## src/common/lcdctl_pkg.sv

```systemverilog
package lcdctl_pkg;

  // =====================================================================
  // register map
  localparam logic [7:0] TOGGLE_RATE_ADDR  = 8'h9F;
  localparam logic [7:0] TOGGLE_RATE_RESET = 8'h00;
  localparam int         TOGGLE_SEL_LSB    = 0;
  localparam int         TOGGLE_SEL_W      = 4;

  // =====================================================================
  // configuration bit positions of the surrounding mode registers
  localparam int MODE_CTRL_SEL_BIT  = 2;
  localparam int MODE_CFG_MIN_BIT   = 0;
  localparam int POWER_CTRL_EN_BIT  = 3;
  localparam int BATT_MON_EN_BIT    = 7;

  // =====================================================================
  // toggle divider codes
  localparam logic [3:0] TOGGLE_SEL_MIN    = 4'h2;
  localparam logic [3:0] TOGGLE_SEL_MAX    = 4'hD;
  localparam int         TOGGLE_CNT_W      = 12;
  localparam int         TOGGLE_MAX_RATIO  = 4096;
  localparam int         TOGGLE_BASE_TICKS = 2;

  // =====================================================================
  // contrast modes, gray coded along off -> min -> const
  typedef enum logic [1:0] {
    LCDCTL_OFF   = 2'b00,
    LCDCTL_MIN   = 2'b01,
    LCDCTL_CONST = 2'b11,
    LCDCTL_OTHER = 2'b10
  } lcdctl_mode_t;

  // reserved codes leave the divider stopped
  function automatic logic lcdctl_sel_valid(input logic [3:0] sel);
    return (sel >= TOGGLE_SEL_MIN) && (sel <= TOGGLE_SEL_MAX);
  endfunction

  // terminal count: code 2 divides by 2, each step doubles
  function automatic logic [11:0] lcdctl_sel_limit(input logic [3:0] sel);
    logic [11:0] one;
    one = 12'h001;
    return (one << (sel - 4'h1)) - 12'h001;
  endfunction

endpackage

```

## src/common/lcdctl_div_if.sv

```systemverilog
`timescale 1ns/100ps
`default_nettype none

interface lcdctl_div_if;
  logic [3:0] div_sel;
  logic       base_tick;
  logic       toggle_tick;

  modport ctrl (
    output div_sel,
    output base_tick,
    input  toggle_tick
  );

  modport div (
    input  div_sel,
    input  base_tick,
    output toggle_tick
  );
endinterface

`default_nettype wire

```

## src/verilog/lcdctl_top.sv

```systemverilog
// What this block does
// - min mode, battery above threshold: bias from battery, pump off.
// - min mode, battery below threshold: charge pump on automatically.
// - const mode, battery above threshold: bias via variable resistance.
// - const mode, battery below threshold: charge pump on automatically.
// - divider code 2 divides by 2, each higher code doubles, to 4096.
// - toggle rate is refresh times mux times 2 over divider ratio.
// - upper four toggle register bits read zero, writes ignored.
`timescale 1ns/100ps
`default_nettype none

module lcdctl_top (
  input  wire logic       clk,
  input  wire logic       reset_n,
  input  wire logic [7:0] sfr_addr,
  input  wire logic       sfr_wr,
  input  wire logic       sfr_rd,
  input  wire logic [7:0] sfr_wdata,
  output var  logic [7:0] sfr_rdata,
  input  wire logic       lcd_mode_ctrl_sel,
  input  wire logic       lcd_mode_cfg_min,
  input  wire logic       lcd_power_ctrl_en,
  input  wire logic       battery_monitor_ctrl_en,
  input  wire logic       battery_below_thresh,
  input  wire logic       base_tick,
  output var  logic       charge_pump_en,
  output var  logic       bias_direct_en,
  output var  logic       bias_regulate_en,
  output var  logic [1:0] contrast_mode,
  output var  logic       toggle_tick
);

  // =====================================================================
  // supply path decode
  // one path decision, shared by pump, direct and regulated paths
  function automatic logic path_on(
    input logic want,
    input logic below,
    input logic want_below
  );
    return want && (below == want_below);
  endfunction

  // =====================================================================
  // register file
  // only the divider select is stored; unused bits cost no flops
  logic [3:0] toggle_divider_sel;
  logic [3:0] next_toggle_divider_sel;
  logic [7:0] next_sfr_rdata;

  // =====================================================================
  // address decode
  // one decode serves both strobes, so they cannot disagree
  wire hit_toggle = (sfr_addr == lcdctl_pkg::TOGGLE_RATE_ADDR);
  wire wr_toggle  = sfr_wr && hit_toggle;
  wire rd_toggle  = sfr_rd && hit_toggle;

  // =====================================================================
  // write path
  // upper nibble is not stored, so it can never read back non-zero
  assign next_toggle_divider_sel =
    wr_toggle ? sfr_wdata[lcdctl_pkg::TOGGLE_SEL_LSB +: 4]
              : toggle_divider_sel;

  always_ff @(posedge clk or negedge reset_n) begin
    if (!reset_n) begin
      toggle_divider_sel <=
        lcdctl_pkg::TOGGLE_RATE_RESET[lcdctl_pkg::TOGGLE_SEL_LSB +: 4];
    end else begin
      toggle_divider_sel <= next_toggle_divider_sel;
    end
  end

  // =====================================================================
  // read path
  // registered read data: the answer comes one cycle after the strobe
  // an idle bus reads zero, so a stray read shows nothing stale
  assign next_sfr_rdata =
    rd_toggle ? {4'h0, toggle_divider_sel} : 8'h00;

  always_ff @(posedge clk or negedge reset_n) begin
    if (!reset_n) begin
      sfr_rdata <= 8'h00;
    end else begin
      sfr_rdata <= next_sfr_rdata;
    end
  end

  // =====================================================================
  // contrast mode decode
  // decoded combinationally; no sequencing needed between bit writes
  wire common_on = lcd_power_ctrl_en && battery_monitor_ctrl_en;
  wire min_sel   = common_on && !lcd_mode_ctrl_sel &&
                   lcd_mode_cfg_min;
  wire const_sel = common_on && lcd_mode_ctrl_sel &&
                   !lcd_mode_cfg_min;
  wire any_cfg   = lcd_mode_ctrl_sel || lcd_mode_cfg_min || common_on;

  lcdctl_pkg::lcdctl_mode_t mode;
  lcdctl_pkg::lcdctl_mode_t next_mode;

  always_comb begin
    case ({min_sel, const_sel})
      2'b10:   next_mode = lcdctl_pkg::LCDCTL_MIN;
      2'b01:   next_mode = lcdctl_pkg::LCDCTL_CONST;
      default: next_mode = any_cfg ? lcdctl_pkg::LCDCTL_OTHER
                                   : lcdctl_pkg::LCDCTL_OFF;
    endcase
  end

  // =====================================================================
  // supply path selection
  // other modes belong to other logic; here they leave all paths off
  wire is_min   = (next_mode == lcdctl_pkg::LCDCTL_MIN);
  wire is_const = (next_mode == lcdctl_pkg::LCDCTL_CONST);
  wire pump_ok  = is_min || is_const;

  // flags come from next_mode so outputs and reported mode agree
  wire next_charge_pump_en =
    path_on(pump_ok, battery_below_thresh, 1'b1);
  wire next_bias_direct_en =
    path_on(is_min, battery_below_thresh, 1'b0);
  wire next_bias_regulate_en =
    path_on(is_const, battery_below_thresh, 1'b0);

  // =====================================================================
  // mode register
  always_ff @(posedge clk or negedge reset_n) begin
    if (!reset_n) begin
      mode <= lcdctl_pkg::LCDCTL_OFF;
    end else begin
      mode <= next_mode;
    end
  end

  assign contrast_mode = mode;

  // =====================================================================
  // charge pump
  // pump follows the monitor only in min and const modes
  always_ff @(posedge clk or negedge reset_n) begin
    if (!reset_n) begin
      charge_pump_en <= 1'b0;
    end else begin
      charge_pump_en <= next_charge_pump_en;
    end
  end

  // =====================================================================
  // direct bias path
  // never on together with the pump, so the battery is not shorted
  always_ff @(posedge clk or negedge reset_n) begin
    if (!reset_n) begin
      bias_direct_en <= 1'b0;
    end else begin
      bias_direct_en <= next_bias_direct_en;
    end
  end

  // =====================================================================
  // regulated bias path
  // limitation: the regulation loop itself sits in the analog part
  always_ff @(posedge clk or negedge reset_n) begin
    if (!reset_n) begin
      bias_regulate_en <= 1'b0;
    end else begin
      bias_regulate_en <= next_bias_regulate_en;
    end
  end

  // =====================================================================
  // toggle rate divider
  lcdctl_div_if div_bus ();

  // reserved codes stop the divider instead of guessing a ratio
  assign div_bus.div_sel   = toggle_divider_sel;
  assign div_bus.base_tick = base_tick;

  lcdctl_toggle_div u_div (
    .clk     (clk),
    .reset_n (reset_n),
    .dv      (div_bus.div)
  );

  assign toggle_tick = div_bus.toggle_tick;

endmodule // lcdctl_top

`default_nettype wire

```

## src/verilog/lcdctl_toggle_div.sv

```systemverilog
`timescale 1ns/100ps
`default_nettype none

module lcdctl_toggle_div (
  input  wire logic   clk,
  input  wire logic   reset_n,
  lcdctl_div_if.div   dv
);

  logic [11:0] count;
  logic [11:0] next_count;
  logic        next_tick;
  logic        tick;
  wire         sel_ok = lcdctl_pkg::lcdctl_sel_valid(dv.div_sel);
  wire  [11:0] limit  = lcdctl_pkg::lcdctl_sel_limit(dv.div_sel);
  wire         at_end = (count >= limit);

  // =====================================================================
  // divide base ticks by the selected power of two
  // base ticks arrive at refresh x mux x 2; output is that over the ratio
  assign next_count = !sel_ok ? 12'h000 :
                      !dv.base_tick ? count :
                      at_end ? 12'h000 : count + 12'h001;
  assign next_tick  = sel_ok && dv.base_tick && at_end;

  always_ff @(posedge clk or negedge reset_n) begin
    if (!reset_n) begin
      count <= 12'h000;
      tick  <= 1'b0;
    end else begin
      count <= next_count;
      tick  <= next_tick;
    end
  end

  assign dv.toggle_tick = tick;

endmodule // lcdctl_toggle_div

`default_nettype wire

```

## config.mk

```make
export PLATFORM = sky130hd
export DESIGN_NAME = lcdctl_top
export DESIGN_NICKNAME = d
export VERILOG_FILES = /design/src/common/lcdctl_pkg.sv /design/src/common/lcdctl_div_if.sv /design/src/verilog/lcdctl_top.sv /design/src/verilog/lcdctl_toggle_div.sv
export SDC_FILE = /design/constraint.sdc
export NUM_CORES = 1
export LEC_CHECK = 0
export ABC_AREA = 1
export BUFFER_PORTS_ARGS = -buffer_cell sky130_fd_sc_hd__buf_2
export CORE_ASPECT_RATIO = 1.1
export CORE_MARGIN = 4
export CORE_UTILIZATION = 45
export DETAILED_ROUTE_END_ITERATION = 8
export PLACE_DENSITY = 0.68
export SLEW_MARGIN = 40
export SYNTH_ARGS = -nofsm -noshare
export SYNTH_HDL_FRONTEND = slang
export SYNTH_SLANG_ARGS = --single-unit
```

## constraint.sdc

```tcl
create_clock -name clk -period 3 [get_ports clk]
set_input_delay 0.45 -clock clk [delete_from_list [all_inputs] [get_ports clk]]
set_output_delay 0.45 -clock clk [all_outputs]
set_load 0.1 [all_outputs]
```

**After elaboration in Yosys (flattened, before gate mapping)**

Index checks and enable logic that the tools add are counted.

- Add/subtract/negate cells: 3
- Magnitude comparators: 3
- Equality and inequality tests: 6
- Shift-type cells: 1
- Muxes and demuxes: 6
- Bitwise operators: 1
- Reductions and logical operators: 18

Operator list:

| operator | number |
|---|---|
| two-way mux 12 bit | 3 |
| logical AND 1 bit | 13 |
| adder 12 x 1 -> 12 bit, second input constant | 1 |
| greater-or-equal comparator 12 bit | 1 |
| left shift 1 x 4 -> 12 bit, first input constant | 1 |
| subtractor 12 x 1 -> 12 bit, second input constant | 1 |
| equality test 8 bit, second input constant | 1 |
| equality test 2 x 1 -> 1 bit, second input constant | 2 |
| equality test 2 bit, second input constant | 2 |
| greater-or-equal comparator 4 x 2 -> 1 bit, second input constant | 1 |
| less-or-equal comparator 4 bit, second input constant | 1 |
| two-way mux 4 bit | 1 |
| one-hot mux 2 bit (2 select lines) | 1 |
| subtractor 4 x 1 -> 4 bit, second input constant | 1 |
| logical OR 1 bit | 3 |
| zero test 1 bit | 2 |
| two-way mux 2 bit | 1 |
| != test 2 bit, second input constant | 1 |
| inverter 1 bit | 1 |

- Register bits after elaboration: 26
- Input port bits: 26
- Output and inout port bits: 14
- Word-level logic and storage cells: 46

**Longest topological paths before layout**

- Word-level depth: 8
- Gate-level depth with buffers: 19
- Mapped depth without buffers: 19

**Modules after synthesis**

Synthesis repeated with hierarchy kept, for this count alone.

- Cells, all modules: 279
- Area total of the unflattened synthesis: 1,925.6 sq um

Modules (own cells, without submodules):

| module | times used | cells each | area an instance (sq um) | sequential area each (sq um) |
|---|---|---|---|---|
| lcdctl_toggle_div | 1 | 215 | 1,347.5 | 325.3 |
| lcdctl_top | 1 | 64 | 578.1 | 325.3 |

**Worst setup path after synthesis**

OpenSTA, ideal clock, no wires.

- Path type: flip-flop to flip-flop
- Start point: reg toggle_divider_sel[2], in the netlist div_bus.div_sel[2]
- End point: reg u_div.tick, in the netlist u_div.dv.toggle_tick
- Library setup time: 0.115 ns
- Arrival time: 2.196 ns
- Required time: 2.885 ns
- Setup slack: 0.689 ns
- Stages on the path, launching flop included: 16
- Buffers on the path: 1
- Period minus slack after synthesis: 2.311 ns
- Cells stage by stage: dfrtp_1 > buf_6 > nor2_4 > nand3_1 > ha_1 > nand2_1 > inv_1 > o21ai_0 > o21ai_1 > ha_1 > nand2_1 > inv_1 > a21oi_2 > nand4_2 > nand2_1 > inv_1

- Word-level cells in the longest chain between the ends: 5
- Elaborated cells between the ends (all ways): 9
- Those cells by class: 2 x add/sub; 3 x order compare; 1 x shift; 3 x reduce/logical

Ends and longest elaborated chain:

| element | line | RTL |
|---|---|---|
| from (decl) | lcdctl_top.sv:47 | `logic [3:0] toggle_divider_sel;` |
| from (signal assigned) | lcdctl_top.sv:67 | `toggle_divider_sel <=` |
| from (signal assigned) | lcdctl_top.sv:70 | `toggle_divider_sel <= next_toggle_divider_sel;` |
| subtractor 4 x 1 -> 4 bit | lcdctl_pkg.sv:43 | `return (one << (sel - 4'h1)) - 12'h001;` |
| left shift 1 x 4 -> 12 bit | lcdctl_pkg.sv:43 |  |
| subtractor 12 x 1 -> 12 bit | lcdctl_pkg.sv:43 |  |
| greater-or-equal comparator 12 bit | lcdctl_toggle_div.sv:16 | `wire at_end = (count >= limit);` |
| logical AND 1 bit (*) | lcdctl_toggle_div.sv:24 | `assign next_tick = sel_ok && dv.base_tick && at_end;` |
| via u_div.next_tick | lcdctl_toggle_div.sv:12 | `logic next_tick;` |
| to (signal assigned) | lcdctl_toggle_div.sv:32 | `tick <= next_tick;` |
| to (decl) | lcdctl_toggle_div.sv:13 | `logic tick;` |

The timed path passes the listed nets; every way through them passes the cells marked *.
A chain may end at the register's enable or synchronous reset.

**Worst setup path after layout**

- Start point: reg toggle_divider_sel[3], in the netlist div_bus.div_sel[3]
- End point: reg u_div.count[9]

- Word-level cells in the longest chain between the ends: 7
- Elaborated cells between the ends (all ways): 11
- Those cells by class: 2 x add/sub; 3 x order compare; 1 x eq/ne; 1 x shift; 3 x mux; 1 x reduce/logical

Ends and longest elaborated chain:

| element | line | RTL |
|---|---|---|
| subtractor 4 x 1 -> 4 bit | lcdctl_pkg.sv:43 |  |
| left shift 1 x 4 -> 12 bit | lcdctl_pkg.sv:43 |  |
| subtractor 12 x 1 -> 12 bit | lcdctl_pkg.sv:43 |  |
| greater-or-equal comparator 12 bit | lcdctl_toggle_div.sv:16 |  |
| two-way mux 12 bit | lcdctl_toggle_div.sv:23 | `at_end ? 12'h000 : count + 12'h001;` |
| two-way mux 12 bit | lcdctl_toggle_div.sv:22 | `!dv.base_tick ? count :` |
| two-way mux 12 bit | lcdctl_toggle_div.sv:21 | `assign next_count = !sel_ok ? 12'h000 :` |
| to (signal assigned) | lcdctl_toggle_div.sv:31 | `count <= next_count;` |
| to (decl) | lcdctl_toggle_div.sv:10 | `logic [11:0] count;` |

Parallel ways exist; a longest one is shown, timed or not. The select of a mux whose other input is x is not followed.

==> summary.txt <==
Route
  • DRT Pass-1 Iters: 4
  • Via density: 4.79
  • Final wirelength: 3.88 mm
  • DR vias: 1687
  • # DRC: 0
  • Initial DRC count: 104
  • Wirelength per Cell: 11.0 um
  • Routed Antenna Nets: 0

Floorplan
  • Initial core utilization: 0.472
  • Core ar.: 4020 sq um
  • Die W: 70.0 um
  • Die area: 5330 sq um
  • Die Y-Extent: 76.2 um
  • I/O pin total: 40
  • Rows: 24

Logic synthesis
  • Post-synthesis sequential area ratio: 0.342
  • Ranking of synthesized cells by area: dfrtp_1 34%, nand2_1 15%, ha_1 9.2%
  • Synth Area per Inst: 7.12 sq um
  • Top cell types by occurrence after synthesis: 76 x nand2_1, 41 x inv_1, 30 x nor2_1
  • Post-synthesis async set-or-reset flop share: 1.00
  • Synthesis Warnings: 0
  • Count leader, synth: nand2_1
  • Post-synth top area share: 0.342
  • Mapped Area: 1900 sq um
  • #FFs+latches synth: 26
  • Cells after Synth: 267
  • Unique masters post-synth: 33
  • Synth Flop Type: dfrtp_1
  • Area leader, netlist: dfrtp_1
  • EDFF count, synth: 0

STA
  • Final setup viols: 0
  • RSZ-0062 raised after global routing: no
  • Worst Max-Slew Pin Slew: 0.585 ns
  • Fin. max-slew vios: 0
  • Clock skew: 0.00986 ns
  • Period utilization: 0.864
  • Hold Vio Cnt, Final: 0
  • Fin crit period: 2.59 ns
  • FMAX: 386 MHz
  • Slew HR: 0.610
  • Setup TNS Final: 0 ns

Setup path
  • Startpoint class of the critical path: flip-flop
  • Kind of critical path: flip-flop to flip-flop
  • Worst R2R End: u_div.count[9]
  • Req. time, crit path: 3.19 ns
  • Cell depth of the worst flop-to-flop path: 13
  • R2r startpoint: div_bus.div_sel[3]
  • Crit path DAT: 2.79 ns
  • Worst R2R Setup Slack: 0.41 ns
  • Worst Path Max Fanout: 9
  • Critical path capture point type: flip-flop

GRT
  • Tot GR Track Use: 0.158
  • Number of global-route vias before repair: 1675
  • GRT Residual Overflow: 0
  • Largest net degree at the start of global routing: 27
  • Initial antenna violation count: 0
  • First-pass GRT wire length: 7.04 mm

Finish
  • Multi-input gate area: 1040 sq um
  • Fin nets: 341
  • Final non-filler cell area: 2160 sq um
  • Sequential Area: 651 sq um
  • Layout fillers: 416
  • Layout cell share with drive strength beyond 1: 0.183
  • Area grow syn2layout: 13.6%
  • Antenna cells: 0

Power and ir drop
  • Cell Pwr Density: 376 nW/um^2
  • Static leakage: 1.22 nW
  • Total power draw: 812 uW
  • Peak VDD IR: 179 uV

Clock tree
  • CTS tree: yes
  • Num CTS Buffers: 3
  • Post-CTS Setup Inserts: 0
  • Clk buf depth: 2
  • # hold bufs at CTS: 0
  • Post-CTS Resized: 0
  • CTS root buffer: clkbuf_8
  • Sink Count: 26
  • Clock Latency Late Sink: 0.28 ns
  • Depth of the CTS H-tree: 1
  • Reg clk slew, reported paths: 0.10 ns

Job
  • Max cap viols: 0

Place
  • I/O Buffers: 31
  • GP Congestion: 0.800
  • Final HPWL DP: 3.12 mm
  • Placed instance area: 2090 sq um

Min path
  • Worst hold-check path type: input pin to async pin

Run status
  • Outcome: completed
[cells by family (layout without fill, tap and decap cells)]
kind of cell	Yosys count	in the layout	share of synthesized area
xor gates and xnor gates	3	3	0.0138
buffers and inverters	50	80	0.118
DFF	26	26	0.342
AOI/OAI and AO/OA	30	30	0.0915
other	1	4	0.00197
adders and majority gates	14	14	0.0922
and+or+nand+nor	143	143	0.340
[sequential cells by signal (all words and copies together) (netlist names)]
name	cells
div_bus.div_sel	4
u_div.count	12
bias_direct_en	1
bias_regulate_en	1
u_div.dv.toggle_tick	1
contrast_mode	2
sfr_rdata	4
charge_pump_en	1
[through the flow]
step	hold slack [ns]	utilization	setup WS, ns	cells
final	0.157	0.536	0.408	352
after global placement	0.480	0.519	0.390	348
after CTS	0.182	0.536	0.380	352
after detailed placement	0.486	0.519	0.413	348
after floorplan	0.154	-	0.689	270
after global routing	0.220	0.536	0.125	352
[how the worst max path moves through the flow]
stage               cells past startpoint                from  slack [ns]                    to
floorplan                              15  div_bus.div_sel[2]        0.69  u_div.dv.toggle_tick
global placement                       13  div_bus.div_sel[3]        0.39        u_div.count[1]
detailed placement                     13  div_bus.div_sel[3]        0.41        u_div.count[1]
CTS                                    13  div_bus.div_sel[3]        0.38        u_div.count[9]
global route                           13  div_bus.div_sel[3]        0.12        u_div.count[1]
finish                                 13  div_bus.div_sel[3]        0.41        u_div.count[9]
[cells in the final DEF, fill, tap and decap left out, types with 4 or more instances in the layout]
cell type and n:
inv_1 41, o21ai_1 7, nand4_1 5, buf_2 31
nor2_1 30, nand2_1 76, conb_1 4, ha_1 14
o21ai_0 12, nand3_1 16, dfrtp_1 26
[worst max-delay path, cell delays in order (launching register included)]
cell,delay (ns)
dfrtp_1,0.48
nor2_4,0.18
nand3_1,0.09
ha_1,0.23
nand2_1,0.13
inv_1,0.08
o21ai_0,0.14
o21ai_1,0.10
ha_1,0.27
nand2_1,0.08
inv_1,0.06
a21oi_2,0.16
nand4_2,0.29
o21ai_1,0.22
[power by group]
part	switching, mW	internal (mW)
clock	0.118	0.179
sequential	0.00536	0.356
combinational	0.111	0.0424
[final cells by class]
class | instances | share of cell area
well taps | 52 | 0.0301
clock inverters | 1 | 0.0139
multi-input cells | 194 | 0.481
flip-flops and latches | 26 | 0.301
clock buffers | 3 | 0.0191
repair buffers | 33 | 0.0788
inverters | 43 | 0.0759
[metal layers]
metal	track usage	vias to the layer above	routed length, um
met4	0.0517	0	24
met5	0	-	0
li1	-	898	-
met2	0.283	32	1910
met1	0.193	755	1790
met3	0.0224	2	152
Power figures use the tool's default switching activity.
